$ cat config.mk
export PLATFORM = sky130hd
export DESIGN_NAME = health_status_reporter
export DESIGN_NICKNAME = d
export VERILOG_FILES = /design/src/health_pkg.sv /design/src/meas_hold.sv /design/src/level_select.sv /design/src/health_status_reporter.sv
export SDC_FILE = /design/constraint.sdc
export NUM_CORES = 1
export LEC_CHECK = 0
export BUFFER_PORTS_ARGS = -buffer_cell sky130_fd_sc_hd__buf_2
export CAP_MARGIN = 20
export CORE_ASPECT_RATIO = 0.8
export CORE_MARGIN = 1
export CORE_UTILIZATION = 54
export CTS_BUF_LIST = sky130_fd_sc_hd__clkbuf_16
export DETAILED_ROUTE_END_ITERATION = 10
export PLACE_DENSITY = 0.88
export SYNTH_ARGS = -nofsm -noshare
export SYNTH_HDL_FRONTEND = slang
export SYNTH_SLANG_ARGS = --single-unit
$ cat constraint.sdc
create_clock -name clk_in -period 3.2 [get_ports clk_in]
set_clock_uncertainty 0.05 [all_clocks]
set_input_delay 0.16 -clock clk_in [delete_from_list [all_inputs] [get_ports clk_in]]
set_output_delay 0.16 -clock clk_in [all_outputs]
set_load 0.05 [all_outputs]
$ cat src/health_pkg.sv
package health_pkg;

  // register map, word addresses as seen by the supervisory master
  localparam logic [7:0]  FAULT_WORD_ADDR    = 8'h07;
  localparam logic [7:0]  INDICATOR_ADDR     = 8'h09;
  localparam logic [15:0] REG_RESET_VALUE    = 16'h0000;

  // fault word bit positions
  localparam int FAULT_POS_BIT   = 0;
  localparam int FAULT_CHG_BIT   = 1;
  localparam int FAULT_MOTOR_BIT = 2;
  localparam int FAULT_RANGE_BIT = 3;
  localparam int FAULT_BITS      = 4;

  // indicator codes
  localparam logic [15:0] CODE_HEALTHY   = 16'h0000;
  localparam logic [15:0] CODE_RED1      = 16'h0001;
  localparam logic [15:0] CODE_RED2      = 16'h0002;
  localparam logic [15:0] CODE_RED3      = 16'h0003;
  localparam logic [15:0] CODE_RED4      = 16'h0004;
  localparam logic [15:0] CODE_RED5      = 16'h0005;
  localparam logic [15:0] CODE_YEL1      = 16'h0010;
  localparam logic [15:0] CODE_YEL2      = 16'h0020;
  localparam logic [15:0] CODE_YEL3      = 16'h0030;
  localparam logic [15:0] CODE_YEL4      = 16'h0040;
  localparam logic [15:0] CODE_YEL5      = 16'h0050;
  localparam logic [15:0] CODE_ACQUIRING = 16'h0100;

  // thresholds in measurement units: tenths of volts, milliamps, degrees F
  localparam logic [15:0] BAT_LOW_LIMIT   = 16'h0072; // 11.4 V
  localparam logic [15:0] BAT_HIGH_LIMIT  = 16'h00AF; // 17.5 V
  localparam logic [15:0] BAT_WARN_LIMIT  = 16'h0079; // 12.1 V
  localparam logic [15:0] JAM_CURRENT     = 16'h1194; // 4500 mA
  localparam logic [15:0] WARN_CURRENT    = 16'h0DAC; // 3500 mA
  localparam logic [15:0] S36_LOW_LIMIT   = 16'h014A; // 33.0 V
  localparam logic [15:0] S36_HIGH_LIMIT  = 16'h0186; // 39.0 V
  localparam logic [15:0] S5_LOW_LIMIT    = 16'h002D; // 4.5 V
  localparam logic [15:0] S5_HIGH_LIMIT   = 16'h0037; // 5.5 V
  localparam logic signed [15:0] TEMP_LOW_LIMIT  = 16'sh0000; // 0 F
  localparam logic signed [15:0] TEMP_HIGH_LIMIT = 16'sh00B0; // 176 F

  // live measurements from the subsystem modules
  typedef struct packed {
    logic [15:0]        bat_volt;   // tenths of a volt
    logic [15:0]        motor_ma;   // milliamps
    logic [15:0]        s36_volt;   // tenths of a volt
    logic [15:0]        s5_volt;    // tenths of a volt
    logic signed [15:0] temp_f;     // degrees F, signed
  } meas_t;

  // link and mode flags
  typedef struct packed {
    logic pos_comm_fail;    // position receiver silent
    logic chg_comm_fail;    // charge controller silent
    logic motor_comm_fail;  // motor controller silent
    logic motor_error;      // motor controller reported error
    logic aux_out_off;      // charger auxiliary output off
    logic acquiring_fix;    // receiver still acquiring satellites
  } link_t;

  // one bit per indicator level, index 0 is level 1
  typedef logic [9:0] level_vec_t;

endpackage

$ cat src/meas_hold.sv
// keeps the last measurement set a module delivered while its link is up
module meas_hold
  import health_pkg::*;
(
  input  wire logic                clk_in,
  input  wire logic                rst_in,
  input  wire health_pkg::meas_t   meas_in,
  input  wire logic                bat_link_ok_in,
  input  wire logic                motor_link_ok_in,
  output health_pkg::meas_t        held_out
);

  ////////////////////////////////////////////////////////////////////////////
  // one process owns the whole struct so no field has two drivers;
  // battery and supply readings come via the charge controller,
  // motor current via the motor controller
  always_ff @(posedge clk_in) begin
    if (rst_in) begin
      held_out.bat_volt <= BAT_WARN_LIMIT; // safe value at the warn limit, no false alarm
      held_out.s36_volt <= S36_LOW_LIMIT + 16'h001E;
      held_out.s5_volt  <= S5_LOW_LIMIT + 16'h0005;
      held_out.temp_f   <= 16'sh0046;
      held_out.motor_ma <= 16'h0000;
    end else begin
      if (bat_link_ok_in) begin // stale data stays when link lost
        held_out.bat_volt <= meas_in.bat_volt;
        held_out.s36_volt <= meas_in.s36_volt;
        held_out.s5_volt  <= meas_in.s5_volt;
        held_out.temp_f   <= meas_in.temp_f;
      end
      if (motor_link_ok_in) begin // last current kept on loss
        held_out.motor_ma <= meas_in.motor_ma;
      end
    end
  end

endmodule

$ cat src/level_select.sv
// picks the most urgent active level and maps it to its indicator code
module level_select
  import health_pkg::*;
(
  input  wire logic                    clk_in,
  input  wire logic                    rst_in,
  input  wire health_pkg::level_vec_t  active_in,
  input  wire logic                    acquiring_in,
  output logic [15:0]                  code_out
);

  // code for each level, level 1 first
  localparam logic [15:0] LEVEL_CODE [10] = '{
    CODE_RED5, CODE_RED1, CODE_RED2, CODE_RED3, CODE_RED4,
    CODE_YEL1, CODE_YEL2, CODE_YEL3, CODE_YEL4, CODE_YEL5};

  logic [15:0] code_nxt; // chosen code

  ////////////////////////////////////////////////////////////////////////////
  // scan from least urgent so the lowest active level wins last
  always_comb begin
    code_nxt = acquiring_in ? CODE_ACQUIRING : CODE_HEALTHY;
    for (int i = 9; i >= 0; i--) begin
      if (active_in[i]) begin
        code_nxt = LEVEL_CODE[i]; // lowest number has priority
      end
    end
  end

  ////////////////////////////////////////////////////////////////////////////
  // registered each cycle, follows condition with no latching
  always_ff @(posedge clk_in) begin
    if (rst_in) begin
      code_out <= REG_RESET_VALUE;
    end else begin
      code_out <= code_nxt;
    end
  end

endmodule

$ cat src/health_status_reporter.sv
module health_status_reporter
  import health_pkg::*;
#(
  parameter int ADDR_W = 8  // register address width
)
(
  input  wire logic                clk_in,
  input  wire logic                rst_in,
  input  wire health_pkg::meas_t   meas_in,
  input  wire health_pkg::link_t   link_in,
  input  wire logic                rd_en_in,
  input  wire logic [ADDR_W-1:0]   rd_addr_in,
  output logic [15:0]              rd_data_out,
  output logic                     rd_valid_out,
  output logic [15:0]              fault_word_out,
  output logic [15:0]              indicator_out
);

  // the decode compares against 8-bit offsets
  if (ADDR_W < 4) begin : g_addr_check
    $error("ADDR_W too small to reach the status registers");
  end

  ////////////////////////////////////////////////////////////////////////////
  // declarations
  meas_t       held;           // measurements, last known on link loss
  level_vec_t  level_active;   // one bit per indicator level
  logic        bat_oor;        // battery outside hard limits
  logic        s36_oor;        // 36V supply outside limits
  logic        s5_oor;         // 5V supply outside limits
  logic        temp_oor;       // temperature outside limits
  logic        jam_mode;       // jam recovery active
  logic        analog_oor;     // any analog out of range
  logic [15:0] fault_word_nxt; // next status word
  logic [15:0] code;           // selected indicator code
  logic [15:0] rd_data_nxt;    // read mux output
  logic [7:0]  addr8;          // address widened or trimmed to 8 bits

  ////////////////////////////////////////////////////////////////////////////
  // hold stage for the subsystem readings
  meas_hold u_hold (
    .clk_in           (clk_in),
    .rst_in           (rst_in),
    .meas_in          (meas_in),
    .bat_link_ok_in   (!link_in.chg_comm_fail),
    .motor_link_ok_in (!link_in.motor_comm_fail),
    .held_out         (held)
  );

  ////////////////////////////////////////////////////////////////////////////
  // threshold comparisons, all strict
  always_comb begin
    bat_oor  = (held.bat_volt < BAT_LOW_LIMIT) ||
               (held.bat_volt > BAT_HIGH_LIMIT);
    s36_oor  = (held.s36_volt < S36_LOW_LIMIT) ||
               (held.s36_volt > S36_HIGH_LIMIT);
    // upper check is greater-than; a less-than here would always fire
    s5_oor   = (held.s5_volt < S5_LOW_LIMIT) ||
               (held.s5_volt > S5_HIGH_LIMIT);
    temp_oor = (held.temp_f < TEMP_LOW_LIMIT) ||
               (held.temp_f > TEMP_HIGH_LIMIT);
    // jam recovery on overcurrent or a motor controller error
    jam_mode = (held.motor_ma > JAM_CURRENT) || link_in.motor_error;
    analog_oor = bat_oor || s36_oor || s5_oor || temp_oor;
  end

  ////////////////////////////////////////////////////////////////////////////
  // level activity vector, index i is level i+1
  always_comb begin
    level_active[0] = bat_oor;
    level_active[1] = jam_mode;
    level_active[2] = s36_oor && !link_in.aux_out_off;
    level_active[3] = link_in.motor_comm_fail && !link_in.aux_out_off;
    level_active[4] = link_in.chg_comm_fail;
    level_active[5] = held.motor_ma > WARN_CURRENT;
    level_active[6] = held.bat_volt < BAT_WARN_LIMIT;
    level_active[7] = temp_oor;
    level_active[8] = s5_oor;
    level_active[9] = link_in.pos_comm_fail;
  end

  ////////////////////////////////////////////////////////////////////////////
  // priority pick and code mapping
  level_select u_sel (
    .clk_in       (clk_in),
    .rst_in       (rst_in),
    .active_in    (level_active),
    .acquiring_in (link_in.acquiring_fix),
    .code_out     (code)
  );

  ////////////////////////////////////////////////////////////////////////////
  // status word: each bit its own cause, upper bits zero
  always_comb begin
    fault_word_nxt = 16'h0000;
    fault_word_nxt[FAULT_POS_BIT]   = link_in.pos_comm_fail;
    fault_word_nxt[FAULT_CHG_BIT]   = link_in.chg_comm_fail;
    fault_word_nxt[FAULT_MOTOR_BIT] = link_in.motor_comm_fail;
    fault_word_nxt[FAULT_RANGE_BIT] = analog_oor;
  end

  // status word register, rebuilt every cycle so faults self clear
  always_ff @(posedge clk_in) begin
    if (rst_in) begin
      fault_word_out <= REG_RESET_VALUE;
    end else begin
      fault_word_out <= fault_word_nxt; // zero when no link has failed and every analog is in range
    end
  end

  // indicator output stage, one more flop so the port is registered
  always_ff @(posedge clk_in) begin
    if (rst_in) begin
      indicator_out <= REG_RESET_VALUE;
    end else begin
      indicator_out <= code;
    end
  end

  ////////////////////////////////////////////////////////////////////////////
  // read decode; unmapped addresses read zero
  always_comb begin
    addr8 = 8'h00;
    addr8[((ADDR_W < 8) ? ADDR_W : 8)-1:0] =
      rd_addr_in[((ADDR_W < 8) ? ADDR_W : 8)-1:0];
    if (ADDR_W > 8 && (rd_addr_in >> 8) != '0) begin
      rd_data_nxt = 16'h0000; // beyond the map
    end else if (addr8 == FAULT_WORD_ADDR) begin
      rd_data_nxt = fault_word_out;
    end else if (addr8 == INDICATOR_ADDR) begin
      rd_data_nxt = indicator_out;
    end else begin
      rd_data_nxt = 16'h0000;
    end
  end

  // read answer one cycle after the request; reads have no side effects
  always_ff @(posedge clk_in) begin
    if (rst_in) begin
      rd_data_out  <= 16'h0000;
      rd_valid_out <= 1'b0;
    end else begin
      rd_valid_out <= rd_en_in;
      if (rd_en_in) begin
        rd_data_out <= rd_data_nxt;
      end
    end
  end

endmodule

# --- After elaboration in Yosys (flattened, before gate mapping) ---
# Cells that the tools add are included.
classes:
  n_eq_ne: 2
  n_mux: 13
  order_cmp: 11
  reduce_logical: 16
ops:
  columns: ["cell", "n"]
  rows:
  - ["$gt 16x9->1 const B", 2]
  - ["$lt 16x7->1 const B", 2]
  - ["$mux 9", 2]
  - ["$gt 16x12->1 const B", 1]
  - ["$gt 16x13->1 const B", 1]
  - ["$gt 16x6->1 const B", 1]
  - ["$gt 16x8->1 const B", 1]
  - ["$lt 16x1->1 const B", 1]
  - ["$lt 16x6->1 const B", 1]
  - ["$lt 16x9->1 const B", 1]
  - ["$mux 16", 1]
  - ["$mux 3", 5]
  - ["$mux 7", 2]
  - ["$mux 6", 2]
  - ["$reduce_or 11->1", 1]
  - ["$reduce_or 9->1", 1]
  - ["$eq 8x3->1 const B", 1]
  - ["$eq 8x4->1 const B", 1]
  - ["$logic_or 1x1->1", 8]
  - ["$reduce_or 7->1", 1]
  - ["$reduce_or 6->1", 1]
  - ["$mux 5", 1]
  - ["$reduce_or 3->1", 1]
  - ["$logic_and 1x1->1", 2]
  - ["$logic_not 1->1", 1]
word_totals:
  out_inout_bits: 49
  in_bits: 97
  word_cells: 58
  ff_bits: 131

# --- Depth between registers and ports, before layout ---
logic_depth:
  ltp_word: 11
  depth_mapped: 5
  mapped_depth_nobuf: 5

# --- By module ---
# Synthesis repeated with hierarchy kept, for this count alone.
hier_totals:
  cells_unflattened: 485
  hier_area_um2: 4906.0
by_module_without_submodules:
  columns: ["mod", "seq_area_each_um2", "area_per_inst_um2", "instances", "cells_per_inst"]
  rows:
  - ["meas_hold", 1601.5, 2911.5, 1, 259]
  - ["health_status_reporter", 740.7, 1636.6, 1, 187]
  - ["level_select", 140.1, 357.8, 1, 39]

# --- Worst setup path after synthesis ---
# No wires, ideal clock.
synth_path:
  kind: "flip-flop to flip-flop"
  start: "register u_hold.held_out[53] in the netlist's numbering"
  end: "register u_sel.code_out[8]"
  synth_period_minus_slack_ns: 1.681
  arrival_time_ns: 1.570
  path_buffers: 0
  path_stages_with_launch: 6
  setup_ns: 0.061
  setup_slack_ns: 1.519
  required_ns: 3.089
  path_cell_list: "dfxtp_1 -> o211a_1 -> o41ai_2 -> nand3_1 -> or3b_1 -> and4bb_1"
synth_via:
  elab_chain_cells: 3
  elab_cells_between_ends: 4
  classes_between: "order compare: 2; reduce/logical: 2"
synth_rtl:
  columns: ["element", "line", "text"]
  rows:
  - ["start: declaration", "meas_hold.sv:10", "output health_pkg::meas_t held_out"]
  - ["$gt 16x13->1", "health_status_reporter.sv:63", "jam_mode = (held.motor_ma > JAM_CURRENT) || link_in.motor_error;"]
  - ["$logic_or 1x1->1", "health_status_reporter.sv:63", null]
  - ["$reduce_or 11->1 (no line) *", null, null]
  - ["end signal: assignment", "level_select.sv:36", "code_out <= code_nxt;"]
  - ["end: declaration", "level_select.sv:9", "output logic [15:0] code_out"]
# Every way passes the cells marked *; elsewhere a longest branch is shown, timed or not.
# A chain may end at the register's enable or synchronous reset.

# --- Final worst setup path ---
layout_path:
  start: "register u_hold.held_out[53] in the netlist's numbering"
  end: "register u_sel.code_out[5]"
layout_via:
  elab_chain_cells: 3
  elab_cells_between_ends: 4
  classes_between: "order compare: 2; reduce/logical: 2"
layout_rtl:
  columns: ["element", "line"]
  rows:
  - ["$gt 16x13->1", "health_status_reporter.sv:63"]
  - ["$logic_or 1x1->1", "health_status_reporter.sv:63"]
  - ["$reduce_or 7->1 (no line) *", null]
# Marks and branches as above.

==> reports/qor.txt <==
Die Width = 102 µm
Initial antenna violation count = 0
Die ar. = 0.00833 mm²
Num rows = 28
Max cap viols = 0
Vias/cell = 5.11
Vias in the first global route = 3,151
Worst-skew pair later-pin latency = 0.34 ns
Yosys top cell by area = dfxtp_1
Max Freq = 0.541 GHz
Synth top area share = 49.8%
Fin. max-slew vios = 0
Critical path type = flop to flop
Syn avg cell area = 9.89 µm²
CTS tree = yes
WL final = 8.98 mm
Number of synthesized flops with an enable pin = 0
Worst Tran Pin Value = 0.906 ns
Tcrit/Tclk final = 57.7%
Slew margin rel. = 39.6%
Synth Cell Area = 0.00430 mm²
Worst path required time = 3.39 ns
Reg2reg start = u_hold.held_out[53]$_SDFFE_PP0N_
Core area = 0.00757 mm²
Power density over the cells = 570 mW/mm²
H-tree Lvls = 3
Dpl hpwl = 6.65 mm
Final GP Congestion = 0.752
Crit. End Element = flop
Pleak = 2.45 nW
Hold worst-path end = u_hold.held_out[77]$_SDFFE_PP0N_
Worst r2r dst = u_sel.code_out[5]$_SDFF_PP0_
Type of the most critical hold path = input pin to flop
Reg clk slew, reported paths = 0.06 ns
Input/output buffers = 116
Initial Util = 56.8%
Yosys reg bits = 107
CTS Buffer Depth = 2
Die Height = 81.8 µm
Main area contributors after synthesis = dfxtp_1 (50%), mux2i_1 (15%), nor2_1 (6.4%)
RSZ-0062 raised after global routing = false
Register-to-register setup slack = 1.35 ns
First-pass GRT wire length = 14.2 mm
Drt drc = 0
ANT nets after route = 0
CTS Root Cell = clkbuf_16
Post-cts resize count = 0
First-pass DRT Iterations = 5
Final Util = 68.7%
Most frequent cells after synthesis = dfxtp_1 (107), nor2_1 (73), mux2i_1 (66)
Worst setup path start = u_hold.held_out[53]$_SDFFE_PP0N_
Iteration-0 DRC Markers = 98
Hold Path Stages = 3
Tot Pwr = 2.97 mW
Drt wl/cell = 13.7 µm
TritonCTS Sinks = 107
Largest net degree at the start of global routing = 68
Max VDD drop = 0.000330 V
Setup violators final = 0
CP max FO = 5
Routed vias = 3,349
Area Overhead vs Synth = 20.9%
Final net count = 644
Post-synth cell types = 42
Ant. Diodes = 0
HP Start = meas_in[77]
Worst r2r path cells = 5
I/O pin count = 146
Cell with the most instances after synthesis = dfxtp_1
Global route overflow = 0
Total GRT Usage = 22.2%
Total CTS buffers = 9
Setup TNS Final = 0 ns
Fillers = 601
Sequential share of the synthesized area = 49.8%
Async set-reset flop share out of synthesis = 0%
Setup crit start kind = flop
Fin. Hold Viols = 0
Run status = completed
Cells after synthesis = 435
CP Data Arrival Time = 2.04 ns
Share of layout cells above drive strength 1 = 24.7%
Final min period = 1.85 ns
Prevailing post-synth register cell = dfxtp_1
YS warnings = 0
-- sequential cells by signal (all words and copies together), names as in the netlist --
signal and flops:
fault_word_out 4, indicator_out 7, rd_data_out 8, rd_valid_out 1, u_hold.held_out 80, u_sel.code_out 7
-- placed cells by master, fill, tap and decap left out, types with 3 or more instances in the layout --
master | synthesis | layout
clkbuf_16 | 0 | 9
a21oi_1 | 6 | 6
nor2_1 | 73 | 73
a22oi_1 | 3 | 3
buf_4 | 29 | 5
nor4_1 | 11 | 11
dfxtp_1 | 107 | 107
nor3_1 | 9 | 9
dlygate4sd3_1 | 0 | 6
nand2_1 | 8 | 8
a211oi_1 | 5 | 5
nor2b_1 | 25 | 25
nand2b_1 | 6 | 6
nand3_1 | 12 | 12
a211o_1 | 16 | 16
mux2i_1 | 66 | 66
inv_1 | 3 | 4
a31oi_1 | 3 | 3
buf_2 | 6 | 114
conb_1 | 1 | 29
-- through the flow --
step	cell area, µm²	setup WS [ns]	cells	hold WS (ns)
6_report	5200	1.35	656	0.00874
5_1_grt	5200	1.18	656	0.00537
4_1_cts	5190	1.35	655	0.000228
3_5_place_dp	4830	1.39	635	0.341
3_3_place_gp	4830	1.44	635	0.333
2_1_floorplan	4410	1.52	463	0.189
-- final cells by class --
type / instances / area (µm²) / area share, %
tap: 105 / 131 / 2.53
inverter: 3 / 11.3 / 0.217
clock buffer: 9 / 225 / 4.33
multi-input combinational: 301 / 1940 / 37.3
sequential: 107 / 2140 / 41.2
timing repair buffer: 125 / 668 / 12.8
clock inverter: 6 / 82.6 / 1.59
-- worst max path at each step --
stage | end | slack [ns] | cells after the start
2_1_floorplan | u_sel.code_out[8]$_SDFF_PP0_ | 1.52 | 5
3_3_place_gp | u_sel.code_out[8]$_SDFF_PP0_ | 1.44 | 5
3_5_place_dp | u_sel.code_out[8]$_SDFF_PP0_ | 1.39 | 5
4_1_cts | u_sel.code_out[5]$_SDFF_PP0_ | 1.35 | 5
5_1_grt | u_sel.code_out[8]$_SDFF_PP0_ | 1.18 | 5
6_report | u_sel.code_out[5]$_SDFF_PP0_ | 1.35 | 5
-- worst max-delay path, cell delays in order (launching register included) --
cell and delay, ns:
dfxtp_1 0.32, o211a_1 0.25, o41ai_2 0.26, nand3_1 0.14, or3b_1 0.47, nor3_1 0.26
-- what timing repair did --
item | CTS | global route
hold buffers | 5 | 1
setup buffers | 0 | 0
endpoints found under the hold margin | 5 | 1
-- report_power, final --
part           switching (mW)  internal (mW)  leakage (nW)
clock network           0.456          0.675         0.146
logic                   0.237          0.148          1.42
registers              0.0457           1.40         0.883
total                   0.739           2.23          2.45
-- cells by family (layout without fill, tap and decap cells) --
| kind of cell | Yosys count | in the layout | share of synthesized area (%) |
|---|---|---|---|
| muxes | 66 | 66 | 15.4 |
| and+or+nand+nor | 160 | 160 | 18.9 |
| other | 1 | 29 | 0.0872 |
| DFF | 107 | 107 | 49.8 |
| buffers and inverters | 55 | 143 | 7.51 |
| AOI/OAI and AO/OA | 46 | 46 | 8.29 |
-- per-layer routing --
metal / GRT usage (%) / up-vias / routed length, µm
met5: 0 / - / 0
met4: 6.38 / 0 / 111
li1: - / 1679 / -
met1: 26.5 / 1552 / 4120
met3: 6.72 / 12 / 444
met2: 38.8 / 106 / 4310
Note: power is estimated with default switching activity, not from simulation.
